`config.mk`:
```
export PLATFORM = sky130hd
export DESIGN_NAME = psec_top
export DESIGN_NICKNAME = d
export VERILOG_FILES = /design/src/logic/psec_pkg.sv /design/src/logic/psec_event_counter.sv /design/src/logic/psec_top.sv
export SDC_FILE = /design/constraint.sdc
export NUM_CORES = 1
export LEC_CHECK = 0
export ABC_AREA = 1
export BUFFER_PORTS_ARGS = -buffer_cell sky130_fd_sc_hd__buf_4
export CELL_PAD_IN_SITES_DETAIL_PLACEMENT = 0
export CELL_PAD_IN_SITES_GLOBAL_PLACEMENT = 1
export CORE_MARGIN = 5
export CORE_UTILIZATION = 36
export CTS_CLUSTER_DIAMETER = 30
export DETAILED_ROUTE_END_ITERATION = 7
export HOLD_SLACK_MARGIN = 0.1
export PLACE_DENSITY_LB_ADDON = 0.1
export SKIP_CTS_REPAIR_TIMING = 1
export SLEW_MARGIN = 20
export SYNTH_ARGS = -nofsm -noshare
export SYNTH_HDL_FRONTEND = slang
export SYNTH_SLANG_ARGS = --single-unit
export TNS_END_PERCENT = 1
```
`constraint.sdc`:
```
create_clock -name aclk -period 2.7 [get_ports aclk]
set_input_delay 0.405 -clock aclk [delete_from_list [all_inputs] [get_ports aclk]]
set_output_delay 0.405 -clock aclk [all_outputs]
set_load 0.005 [all_outputs]
```
`src/logic/psec_pkg.sv`:
```
// Purpose: Shared constants for the PHY status and error counter register bank.
// Assumes: AXI4-Lite with 32-bit data; one register per aligned word.
// Notes:   Register indices are word numbers; the byte address is four times the index.
package psec_pkg;

  // Address decode width: word index taken from byte address bits [7:2].
  localparam int unsigned PSEC_ADDR_W  = 8;
  localparam int unsigned PSEC_IDX_W   = 6;

  // Word indices of the registers.
  localparam logic [5:0] PSEC_IDX_STATUS   = 6'h10;
  localparam logic [5:0] PSEC_IDX_IRQ_STAT = 6'h11;
  localparam logic [5:0] PSEC_IDX_IRQ_MASK = 6'h12;
  localparam logic [5:0] PSEC_IDX_FC_CNT   = 6'h14;
  localparam logic [5:0] PSEC_IDX_RX_CNT   = 6'h15;

  // Field positions of the combined PHY status register.
  localparam int unsigned PSEC_ST_LINK    = 0;
  localparam int unsigned PSEC_ST_SPEED10 = 1;
  localparam int unsigned PSEC_ST_DUPLEX  = 2;
  localparam int unsigned PSEC_ST_LOOP    = 3;
  localparam int unsigned PSEC_ST_ANEG    = 4;
  localparam int unsigned PSEC_ST_FC_LAT  = 11;
  localparam int unsigned PSEC_ST_RX_LAT  = 13;

  // Interrupt status and mask layout.
  localparam int unsigned PSEC_IRQ_W       = 3;
  localparam int unsigned PSEC_IRQ_FC      = 0;
  localparam int unsigned PSEC_IRQ_RX      = 1;
  localparam int unsigned PSEC_IRQ_LINK    = 2;

  // Counter geometry and reset values.
  localparam int unsigned PSEC_CNT_W       = 8;
  localparam logic [7:0]  PSEC_CNT_RESET   = 8'h00;
  localparam logic [2:0]  PSEC_IRQ_RESET   = 3'h0;

  // AXI responses.
  localparam logic [1:0]  PSEC_RESP_OKAY   = 2'h0;
  localparam logic [1:0]  PSEC_RESP_SLVERR = 2'h2;

  // Word index of a byte address; shared by the read and write decoders.
  function automatic logic [5:0] psec_word_idx(input logic [7:0] addr);
    psec_word_idx = addr[7:2];
  endfunction

endpackage

```
`src/logic/psec_event_counter.sv`:
```
// Purpose: Saturating, clear-on-read event counter.
// Assumes: Increment and clear are one-cycle strobes on the same clock.
// Notes:   A clear that meets an increment leaves a count of one.
`timescale 1ns/100ps
module psec_event_counter
  import psec_pkg::*;
#(
  parameter int unsigned WIDTH = PSEC_CNT_W
)
(
  input  wire logic             aclk,
  input  wire logic             aresetn,
  input  wire logic             ce,
  input  wire logic             inc,
  input  wire logic             clr,
  output logic [WIDTH-1:0]      count
);

  localparam logic [WIDTH-1:0] CNT_MAX = {WIDTH{1'b1}};
  localparam logic [WIDTH-1:0] CNT_ONE = {{(WIDTH-1){1'b0}}, 1'b1};

  logic [WIDTH-1:0] count_q;
  logic [WIDTH-1:0] count_d;

  // The reader already holds the old value, so the new event restarts the count.
  always_comb
  begin
    count_d = count_q;
    if (clr)
    begin
      count_d = inc ? CNT_ONE : '0; // [RULE_16]
    end
    else if (inc && (count_q != CNT_MAX)) // [RULE_08] [RULE_13]
    begin
      count_d = count_q + CNT_ONE;
    end
  end

  // State holds while the clock enable is low.
  always_ff @(posedge aclk)
  begin
    if (!aresetn)
    begin
      count_q <= PSEC_CNT_RESET[WIDTH-1:0];
    end
    else if (ce)
    begin
      count_q <= count_d;
    end
  end

  assign count = count_q;
endmodule

```
`src/logic/psec_top.sv`:
```
// Purpose: PHY status word, false carrier and receive error counters over AXI4-Lite.
// Assumes: All PHY-side inputs come from logic on aclk; no synchronisers needed.
// Notes:   Reads have side effects, so a read is acted on once, at the address handshake.
//
// Added by the designer: the AXI4-Lite slave port.
`timescale 1ns/100ps

// Function
// [RULE_01] Status bit 4 shows auto-negotiation complete.
// [RULE_02] Status bit 3 shows loopback enabled.
// [RULE_03] Status bit 2 shows full duplex.
// [RULE_04] Software trusts duplex only with valid link.
// [RULE_05] Status bit 1 shows 10 Mb/s speed.
// [RULE_06] Status bit 0 mirrors link, read never clears.
// [RULE_07] Counter bits 15:8 read zero, writes ignored.
// [RULE_08] False carrier tally counts events and saturates.
// [RULE_09] False carrier tally is read-only, cleared by read.
// [RULE_10] Receive error tally counts errored valid carriers.
// [RULE_11] At most one count per carrier event.
// [RULE_12] Carrier with collision never counts.
// [RULE_13] Receive error tally saturates until read.
// [RULE_14] Bit 13 latch set by receive error, read clears.
// [RULE_15] Bit 11 latch set by false carrier, read clears.
// [RULE_16] Event meeting clearing read is counted after clear.
module psec_top
  import psec_pkg::*;
(
  input  wire logic        aclk,
  input  wire logic        aresetn,
  input  wire logic        ce,
  // PHY-side status levels.
  input  wire logic        link_up,
  input  wire logic        speed_10,
  input  wire logic        full_duplex,
  input  wire logic        loopback_en,
  input  wire logic        aneg_complete,
  // PHY-side receive events.
  input  wire logic        false_carrier_evt,
  input  wire logic        carrier_sense,
  input  wire logic        symbol_err,
  input  wire logic        collision,
  // AXI4-Lite slave.
  input  wire logic [7:0]  s_axi_awaddr,
  input  wire logic        s_axi_awvalid,
  output logic             s_axi_awready,
  input  wire logic [31:0] s_axi_wdata,
  input  wire logic [3:0]  s_axi_wstrb,
  input  wire logic        s_axi_wvalid,
  output logic             s_axi_wready,
  output logic [1:0]       s_axi_bresp,
  output logic             s_axi_bvalid,
  input  wire logic        s_axi_bready,
  input  wire logic [7:0]  s_axi_araddr,
  input  wire logic        s_axi_arvalid,
  output logic             s_axi_arready,
  output logic [31:0]      s_axi_rdata,
  output logic [1:0]       s_axi_rresp,
  output logic             s_axi_rvalid,
  input  wire logic        s_axi_rready,
  output logic             irq
);

  logic                  awready_q;
  logic                  wready_q;
  logic                  bvalid_q;
  logic [1:0]            bresp_q;
  logic                  arready_q;
  logic                  rvalid_q;
  logic [31:0]           rdata_q;
  logic [1:0]            rresp_q;
  logic                  irq_q;
  logic [7:0]            awaddr_q;
  logic [31:0]           wdata_q;
  logic [3:0]            wstrb_q;
  logic                  carrier_q;
  logic                  err_seen_q;
  logic                  coll_seen_q;
  logic                  link_q;
  logic                  fc_latch_q;
  logic                  rx_latch_q;
  logic [PSEC_IRQ_W-1:0] irq_stat_q;
  logic [PSEC_IRQ_W-1:0] irq_mask_q;
  logic [PSEC_IRQ_W-1:0] irq_stat_d;
  logic [PSEC_IRQ_W-1:0] irq_set;
  logic [PSEC_IRQ_W-1:0] irq_w1c;
  logic [PSEC_CNT_W-1:0] false_carrier_tally;
  logic [PSEC_CNT_W-1:0] rx_symbol_error_tally;
  logic [31:0]           status_word;
  logic [31:0]           rd_word;
  logic [5:0]            rd_idx;
  logic [5:0]            wr_idx;
  logic                  rd_hit;
  logic                  wr_hit;
  logic                  ar_hs;
  logic                  wr_go;
  logic                  fc_clr;
  logic                  rx_clr;
  logic                  rx_inc;
  logic                  link_chg;

  // Handshake terms; a read acts only when the clock enable lets state move.
  assign ar_hs  = s_axi_arvalid && arready_q && ce;
  assign wr_go  = !awready_q && !wready_q && !bvalid_q && ce;
  assign rd_idx = psec_word_idx(s_axi_araddr);
  assign wr_idx = psec_word_idx(awaddr_q);
  assign fc_clr = ar_hs && (rd_idx == PSEC_IDX_FC_CNT); // [RULE_09]
  assign rx_clr = ar_hs && (rd_idx == PSEC_IDX_RX_CNT); // [RULE_13]

  // A receive error counts once, at the end of a carrier that saw an invalid
  // symbol and no collision; waiting for the end is what lets a late collision veto it.
  assign rx_inc = carrier_q && !carrier_sense && err_seen_q && !coll_seen_q; // [RULE_11] [RULE_12]
  assign link_chg = (link_q != link_up);

  // Per-carrier bookkeeping of invalid symbols and collisions.
  always_ff @(posedge aclk)
  begin
    if (!aresetn)
    begin
      carrier_q   <= 1'b0;
      err_seen_q  <= 1'b0;
      coll_seen_q <= 1'b0;
    end
    else if (ce)
    begin
      carrier_q <= carrier_sense;
      if (carrier_sense && !carrier_q)
      begin
        err_seen_q  <= symbol_err; // [RULE_10]
        coll_seen_q <= collision; // [RULE_12]
      end
      else if (carrier_sense)
      begin
        err_seen_q  <= err_seen_q || symbol_err;
        coll_seen_q <= coll_seen_q || collision;
      end
    end
  end

  // Saturating clear-on-read counters.
  psec_event_counter #(
    .WIDTH (PSEC_CNT_W)
  ) u_fc_cnt (
    .aclk    (aclk),
    .aresetn (aresetn),
    .ce      (ce),
    .inc     (false_carrier_evt), // [RULE_08]
    .clr     (fc_clr),
    .count   (false_carrier_tally)
  );

  psec_event_counter #(
    .WIDTH (PSEC_CNT_W)
  ) u_rx_cnt (
    .aclk    (aclk),
    .aresetn (aresetn),
    .ce      (ce),
    .inc     (rx_inc), // [RULE_13]
    .clr     (rx_clr),
    .count   (rx_symbol_error_tally)
  );

  // Latch flags; a new event in the clearing cycle keeps the flag set.
  always_ff @(posedge aclk)
  begin
    if (!aresetn)
    begin
      fc_latch_q <= 1'b0;
      rx_latch_q <= 1'b0;
    end
    else if (ce)
    begin
      fc_latch_q <= false_carrier_evt || (fc_latch_q && !fc_clr); // [RULE_15]
      rx_latch_q <= rx_inc || (rx_latch_q && !rx_clr); // [RULE_14]
    end
  end

  // Combined status word, assembled live from the PHY levels and the two event latches.
  always_comb
  begin
    status_word                  = '0;
    status_word[PSEC_ST_LINK]    = link_up; // [RULE_06]
    status_word[PSEC_ST_SPEED10] = speed_10; // [RULE_05]
    status_word[PSEC_ST_DUPLEX]  = full_duplex; // [RULE_03]
    status_word[PSEC_ST_LOOP]    = loopback_en; // [RULE_02]
    status_word[PSEC_ST_ANEG]    = aneg_complete; // [RULE_01]
    status_word[PSEC_ST_FC_LAT]  = fc_latch_q; // [RULE_15]
    status_word[PSEC_ST_RX_LAT]  = rx_latch_q; // [RULE_14]
  end

  // Read multiplexer; counter upper bits are padded with zeros.
  always_comb
  begin
    rd_word = '0;
    rd_hit  = 1'b1;
    case (rd_idx)
      PSEC_IDX_STATUS:   rd_word = status_word;
      PSEC_IDX_IRQ_STAT: rd_word = {29'h0000000, irq_stat_q};
      PSEC_IDX_IRQ_MASK: rd_word = {29'h0000000, irq_mask_q};
      PSEC_IDX_FC_CNT:   rd_word = {24'h000000, false_carrier_tally}; // [RULE_07]
      PSEC_IDX_RX_CNT:   rd_word = {24'h000000, rx_symbol_error_tally}; // [RULE_07]
      default:           rd_hit  = 1'b0;
    endcase
  end

  // Write decode; counters and status accept writes but nothing changes.
  assign wr_hit = wr_idx inside {PSEC_IDX_STATUS, PSEC_IDX_IRQ_STAT, PSEC_IDX_IRQ_MASK,
                                 PSEC_IDX_FC_CNT, PSEC_IDX_RX_CNT}; // [RULE_07]

  // Read channel: one read in flight, answered the cycle after the address.
  always_ff @(posedge aclk)
  begin
    if (!aresetn)
    begin
      arready_q <= 1'b1;
      rvalid_q  <= 1'b0;
      rdata_q   <= 32'h00000000;
      rresp_q   <= PSEC_RESP_OKAY;
    end
    else if (ce)
    begin
      if (ar_hs)
      begin
        arready_q <= 1'b0;
        rvalid_q  <= 1'b1;
        rdata_q   <= rd_word;
        rresp_q   <= rd_hit ? PSEC_RESP_OKAY : PSEC_RESP_SLVERR;
      end
      else if (rvalid_q && s_axi_rready)
      begin
        rvalid_q  <= 1'b0;
        arready_q <= 1'b1;
      end
    end
  end

  // Write address and data are caught independently, in either order.
  always_ff @(posedge aclk)
  begin
    if (!aresetn)
    begin
      awready_q <= 1'b1;
      wready_q  <= 1'b1;
      awaddr_q  <= 8'h00;
      wdata_q   <= 32'h00000000;
      wstrb_q   <= 4'h0;
    end
    else if (ce)
    begin
      if (s_axi_awvalid && awready_q)
      begin
        awready_q <= 1'b0;
        awaddr_q  <= s_axi_awaddr;
      end
      if (s_axi_wvalid && wready_q)
      begin
        wready_q <= 1'b0;
        wdata_q  <= s_axi_wdata;
        wstrb_q  <= s_axi_wstrb;
      end
      if (bvalid_q && s_axi_bready)
      begin
        awready_q <= 1'b1;
        wready_q  <= 1'b1;
      end
    end
  end

  // Write response, issued the cycle after both halves are held.
  always_ff @(posedge aclk)
  begin
    if (!aresetn)
    begin
      bvalid_q <= 1'b0;
      bresp_q  <= PSEC_RESP_OKAY;
    end
    else if (ce)
    begin
      if (wr_go)
      begin
        bvalid_q <= 1'b1;
        bresp_q  <= wr_hit ? PSEC_RESP_OKAY : PSEC_RESP_SLVERR;
      end
      else if (bvalid_q && s_axi_bready)
      begin
        bvalid_q <= 1'b0;
      end
    end
  end

  // Interrupt sources and write-one-to-clear; only byte lane 0 carries bits.
  assign irq_set = {link_chg, rx_inc, false_carrier_evt};
  assign irq_w1c = (wr_go && (wr_idx == PSEC_IDX_IRQ_STAT) && wstrb_q[0]) ?
                   wdata_q[PSEC_IRQ_W-1:0] : '0;
  // Set wins over clear so an event in the clearing cycle survives.
  assign irq_stat_d = (irq_stat_q & ~irq_w1c) | irq_set;

  // Interrupt status, mask and output; irq lags the status by one cycle.
  always_ff @(posedge aclk)
  begin
    if (!aresetn)
    begin
      irq_stat_q <= PSEC_IRQ_RESET;
      irq_mask_q <= PSEC_IRQ_RESET;
      irq_q      <= 1'b0;
      link_q     <= 1'b0;
    end
    else if (ce)
    begin
      irq_stat_q <= irq_stat_d;
      link_q     <= link_up;
      irq_q      <= |(irq_stat_q & irq_mask_q);
      if (wr_go && (wr_idx == PSEC_IDX_IRQ_MASK) && wstrb_q[0])
      begin
        irq_mask_q <= wdata_q[PSEC_IRQ_W-1:0];
      end
    end
  end

  assign s_axi_awready = awready_q;
  assign s_axi_wready  = wready_q;
  assign s_axi_bvalid  = bvalid_q;
  assign s_axi_bresp   = bresp_q;
  assign s_axi_arready = arready_q;
  assign s_axi_rvalid  = rvalid_q;
  assign s_axi_rdata   = rdata_q;
  assign s_axi_rresp   = rresp_q;
  assign irq           = irq_q;

  logic st_rd;
  assign st_rd = ar_hs && (rd_idx == PSEC_IDX_STATUS);
endmodule

```
==> run_results.csv, run 1 <==
group,metric,value,unit
status,status,"completed",
power,power_switching_share,0.256,
clock_tree,path_clk_slew,100,ps
worst_setup_path,reg2reg_setup_slack,1160,ps
synth,synth_edf_count,0,
clock_tree,clockBufferDepth,2,
synth,yosys_warnings,0,
power,combPwrFrac,0.115,
worst_setup_path,endpoint_kind,"flip-flop",
timing,final.min_clock_period,1540,ps
floorplanning,die_h,100,µm
power,totalPowerFinal,0.00162,W
synth,ys_ff_latch,56,
flow_run,max_cap_viol_count,0,
worst_setup_path,crit_required,2910,ps
synth,synth_area_leader_cell,"dfxtp_1",
synth,ys_seq_area_frac,0.382,
synth,synth_cell_types,27,
clock_tree,htree_levels,2,
power,leakagePower,1.52,nW
worst_hold_path,hold_path.class,"primary input to flip-flop",
worst_setup_path,startpoint,"u_rx_cnt.count[0]",
grt,grt_pass1_wl,12.3,mm
timing,drv_slew,0,
worst_setup_path,r2r_end,"u_rx_cnt.count[6]",
worst_setup_path,critical_path_arrival,1750,ps
synth,syn_avg_cell_area,6.89,µm²
synth,async_reset_ff_frac,0,
worst_setup_path,cp-start-kind,"flip-flop",
floorplanning,initial_utilization,0.363,
timing,timing.setup.tns,0,ps
route,routedWlPerCell,12.6,µm
synth,syn_inst,426,
grt,antenna_found_initial,0,
worst_setup_path,crit_end,"u_rx_cnt.count[6]",
route,drc,0,
timing,finalSetupViolations,0,
synth,ys_top_cells_by_area,"dfxtp_1 38%, nand2_1 12%, nand3_1 7.3%",
power,vdd_ir_drop_max,0.000208,V
clock_tree,cts_buffers,5,
placement,place.gp.congestion,0.798,
timing,worst_pin_slew,718,ps
finish,drive_gt1_frac,0.162,
route,routed_wl,7.32,mm
finish,antenna_cells,0,
floorplanning,io_pins,111,
floorplanning,die_w,100,µm
timing,finalHoldViolCount,0,
route,drt_iter0_drc,86,
timing,setup_ws,1160,ps
timing,period_share,0.571,
clock_tree,cts_root_buf,"clkbuf_8",
power,intPower,0.00121,W
floorplanning,coreArea,8090,µm²
worst_setup_path,critPathKind,"flip-flop to flip-flop",
clock_tree,cts_tree,"done",
floorplanning,fp-row-count,33,
floorplanning,dieArea,10100,µm²
route,ant_nets,0,
clock_tree,numClockSinks,56,
route,drt_first_pass_iters,4,
timing,final.setup_skew,9.54,ps
timing,fmax,649,MHz
finish,area.growth.synth_to_final,16.2,%
grt,grt_pass1_vias,2634,
grt,grt_max_degree,31,
placement,pre_cts_slack,1000,ps
clock_tree,clock_latency,310,ps
route,vias,2738,
worst_setup_path,r2r_cells,8,
power,switchingPower,0.000414,W
synth,netlist_area,2930,µm²
grt,grt_usage,0.150,
timing,rsz0062_at_grt,"no",
placement,io_buffers,50,
finish,nNetsFinal,545,
power,powerDensity,475,nW/µm²
synth,synth_top_area_frac,0.382,
power,seqPwrFrac,0.542,
synth,synthFlopType,"dfxtp_1",
worst_setup_path,r2r_start,"u_rx_cnt.count[0]",
grt,overflow,0,
worst_setup_path,cp_max_fo,9,
placement,hpwl,5.52,mm
power,pwr-share-clk,0.343,
timing,relSlewSlack,0.520,
route,viasPerCell,4.72,
layer usage:
| metal | vias to the layer above | share of wire | global-route usage | routed length (µm) |
|---|---|---|---|---|
| met4 | 0 | 0.016 | 0.0456 | 116 |
| met3 | 11 | 0.054 | 0.0299 | 393 |
| met1 | 1217 | 0.47 | 0.195 | 3470 |
| met5 | - | 0 | 0 | 0 |
| li1 | 1440 | - | - | - |
| met2 | 70 | 0.46 | 0.250 | 3340 |
per-stage QoR:
step / hold WS, ps / cell area, µm² / instances / util
2_1_floorplan: 419 / 3020 / 449 / -
4_1_cts: 337 / 3410 / 580 / 0.421
3_5_place_dp: 438 / 3300 / 572 / 0.407
6_report: 349 / 3410 / 580 / 0.421
3_3_place_gp: 437 / 3300 / 572 / 0.407
5_1_grt: 339 / 3410 / 580 / 0.421
final cells by class:
| type | count | area (µm²) |
|---|---|---|
| fill | 922 | 4680 |
| multi-input combinational | 314 | 1490 |
| sequential | 56 | 1120 |
| timing repair buffer | 50 | 375 |
| inverter | 47 | 181 |
| tap | 105 | 131 |
| clock buffer | 5 | 68.8 |
| clock inverter | 3 | 42.5 |
power by group through the flow:
stage          combinational (W)  sequential [W]  clock [W]
6_report                0.000186        0.000878   0.000556
5_1_grt                 0.000211        0.000882   0.000617
4_1_cts                 0.000187        0.000878   0.000580
3_5_place_dp            0.000186        0.000897          0
3_3_place_gp            0.000185        0.000896          0
2_1_floorplan           0.000132        0.000892          0
worst min path at each step:
stage               startpoint          end  slack, ps  cells past startpoint
floorplan           fc_latch_q   fc_latch_q        420                      2
global placement    fc_latch_q   fc_latch_q        440                      2
detailed placement  fc_latch_q   fc_latch_q        440                      2
CTS                    link_up       link_q        340                      3
global route         collision  coll_seen_q        340                      3
finish                 link_up       link_q        350                      3
synthesized netlist by cell type, types with 2 or more instances:
master and count:
nand2_1 96, nor2_1 46, inv_1 41, buf_4 27, nor3_1 8, o31ai_1 2, nand3_4 3, inv_2 5
nand2_2 4, a21oi_1 34, dfxtp_1 56, nand3_1 43, ha_1 2, o21ai_0 32, nand4_1 11, clkbuf_1 3
nor2_4 3
registers in the layout, indices dropped and copies added, names as in the netlist, 3 cells and up:
| register | flops |
|---|---|
| u_rx_cnt.count | 8 |
| awaddr_q | 6 |
| s_axi_rdata | 10 |
| irq_mask_q | 3 |
| u_fc_cnt.count | 8 |
| wdata_q | 3 |
| irq_stat_q | 3 |
worst max-delay path, cell delays in order, from the launching register on:
cell     delay [ps]
dfxtp_1         410
ha_1            190
nand2_1          70
nor2_1          190
nand2_1         100
nand2_2         180
nand2_4         110
a21oi_1         150
nor2_1           50
cell families (layout without fill, tap and decap cells):
logic type	count (synthesis)	count (layout)	share of synthesized area
buffers and inverters	79	105	0.140
other	1	24	0.00128
and+or+nand+nor	219	219	0.348
DFF	56	56	0.382
AOI/OAI and AO/OA	69	69	0.120
adders and majority gates	2	2	0.00853
cell usage in the layout, fill, tap and decap left out:
cell type,instances
clkinvlp_4,1
nand2_1,96
nor2_1,46
conb_1,24
buf_4,50
nor4_1,1
a31oi_1,1
dfxtp_1,56
nand3_1,43
nand4_1,11
inv_2,5
nand4_4,1
o31ai_1,2
clkbuf_8,5
a21oi_1,34
nor3_1,8
nand3_4,3
nand2_4,1
ha_1,2
inv_1,41
clkinv_4,1
nand2_2,4
nor2_4,3
nor2_2,1
bufinv_16,1
nand3b_1,1
o21ai_0,32
clkinv_2,1
No activity file was read; power rests on OpenSTA's default activity.
==> run 2, diff against run 1 <==
CORE_UTILIZATION = 34   (was 36)
clock period = 1.5 ns   (was 2.7 ns; I/O delays follow)
==> run 2 against run 1 <==
Effect of this change: global-route usage down 0.052 points; non-clock buffer count up 16; fmax up 14%; largest power group unchanged; sequential power up 80%; count of clock-buffer cells in the layout unchanged; cell count up 2.8%; critical path type unchanged; worst setup slack worse by 1000 ps; cell area up 3.5%; total power up 73%; combinational power up 97%; clock power up 54%.
==> run_results.csv, run 2 (same netlist as run 1, synthesis figures left out) <==
group,metric,value,unit
finish,antenna_cells,0,
route,vias,2761,
timing,period_share,0.901,
finish,largest_reg_flops,10,
timing,fmax,740,MHz
finish,drive_gt1_frac,0.200,
placement,place.gp.congestion,0.765,
finish,mostFrequentLayoutCells,"96 x nand2_1, 66 x buf_4, 54 x dfxtp_1",
grt,antenna_found_initial,0,
worst_hold_path,min_path_cells,3,
finish,final_common_cell,"nand2_1",
floorplanning,die_h,103,µm
floorplanning,coreArea,8300,µm²
grt,grt_max_degree,22,
placement,io_buffers,50,
timing,finalSetupViolations,0,
floorplanning,dieArea,10600,µm²
grt,use_met2,0.239,
timing,final.min_clock_period,1350,ps
power,leakagePower,1.60,nW
route,drt_first_pass_iters,4,
timing,relSlewSlack,0.627,
timing,rsz0062_at_grt,"no",
clock_tree,path_clk_slew,100,ps
worst_setup_path,critPathKind,"flip-flop to flip-flop",
timing,whs,163,ps
worst_setup_path,crit_required,1720,ps
worst_setup_path,cp_max_fo,8,
clock_tree,cts_root_buf,"clkbuf_8",
finish,layoutNonFillerInstCount,596,
worst_hold_path,hold_end,"coll_seen_q",
timing,worst_pin_slew,559,ps
worst_setup_path,reg2reg_setup_slack,150,ps
flow_run,max_cap_viol_count,0,
worst_setup_path,r2r_end,"u_fc_cnt.count[5]",
grt,overflow,0,
timing,final.setup_skew,2.88,ps
route,drc,0,
worst_setup_path,path_cells,"ha_2 > nand2_1 > nor2_2 > nand2_1 > nand2_4 > nand2_2 > nand2_1 > nand2_1 > nand3_1 > inv_1",
timing,finalHoldViolCount,0,
worst_setup_path,slowest_stage,"dfxtp_1",
placement,hpwl,6.03,mm
clock_tree,cts_tree,"done",
clock_tree,cts_buffers,5,
route,routed_wl,7.72,mm
clock_tree,clock_latency,310,ps
grt,use_met3,0.0271,
floorplanning,initial_utilization,0.354,
worst_setup_path,crit_top_cell,"nand2_1",
grt,grt_pass1_wl,12.6,mm
worst_setup_path,critical_path_arrival,1570,ps
worst_setup_path,endpoint_kind,"flip-flop",
finish,area.growth.synth_to_final,20.3,%
worst_setup_path,r2r_start,"u_fc_cnt.count[1]",
grt,grt_pass1_vias,2639,
grt,grt_usage,0.149,
worst_hold_path,min_from,"collision",
placement,dp.cells,588,
grt,top_usage_layer,"met2",
status,status,"completed",
clock_tree,numClockSinks,56,
timing,drv_slew,0,
route,routedWlPerCell,13.0,µm
grt,use_met1,0.213,
floorplanning,io_pins,111,
finish,nNetsFinal,561,
clock_tree,clockBufferDepth,2,
worst_setup_path,slowest_delay,350,ps
floorplanning,die_w,103,µm
worst_hold_path,hold_path.class,"primary input to flip-flop",
clock_tree,htree_levels,2,
power,powerDensity,794,nW/µm²
floorplanning,fp-row-count,33,
timing,timing.setup.tns,0,ps
worst_setup_path,cp-start-kind,"flip-flop",
route,drt_iter0_drc,81,
route,viasPerCell,4.63,
worst_setup_path,r2r_cells,10,
power,vdd_ir_drop_max,0.000388,V
route,ant_nets,0,
run 2: layer usage:
metal  vias up  part of all wire
met1      1230              0.50
met2        57              0.44
met4         0            0.0069
li1       1468                 -
met3         6             0.052
met5         -                 0
run 2: report_power, final:
| group | switching, W | internal (W) |
|---|---|---|
| combinational | 0.000211 | 0.000156 |
| sequential | 0.0000382 | 0.00154 |
| clock | 0.000520 | 0.000336 |
| total | 0.000769 | 0.00203 |
run 2: worst max-delay path: cells and delay by family, from the launching register on:
family	cells	cell delay [ps]
and+or+nand+nor	8	680
adders and majority gates	1	190
DFF	1	350
buffers and inverters	1	40
run 2: worst max-delay path by stage:
stage                            from           endpoint  slack [ps]  cells after the start
floorplan           u_rx_cnt.count[0]  u_rx_cnt.count[2]         220                      8
global placement    u_fc_cnt.count[0]  u_fc_cnt.count[6]         120                     10
CTS                 u_rx_cnt.count[0]  u_rx_cnt.count[3]          80                      8
finish              u_fc_cnt.count[1]  u_fc_cnt.count[5]         150                     10
global route        u_rx_cnt.count[0]  u_rx_cnt.count[3]          10                      8
detailed placement  u_rx_cnt.count[0]  u_rx_cnt.count[3]         110                      8
run 2: final cells by class:
| class | count | area (µm²) |
|---|---|---|
| multi-input combinational | 314 | 1510 |
| clock buffer | 5 | 68.8 |
| inverter | 47 | 181 |
| sequential | 56 | 1120 |
| clock inverter | 3 | 22.5 |
| tap | 105 | 131 |
| timing repair buffer | 66 | 495 |
| fill | 901 | 4770 |
run 2: per-stage QoR:
| stage | utilization | total power (W) | area, µm² | worst slack [ps] |
|---|---|---|---|---|
| floorplan | - | 0.00184 | 3020 | 225 |
| global placement | 0.412 | 0.00198 | 3420 | 117 |
| detailed placement | 0.412 | 0.00198 | 3420 | 109 |
| CTS | 0.423 | 0.00285 | 3510 | 84.2 |
| global route | 0.425 | 0.00296 | 3530 | 10.2 |
| finish | 0.425 | 0.00280 | 3530 | 148 |
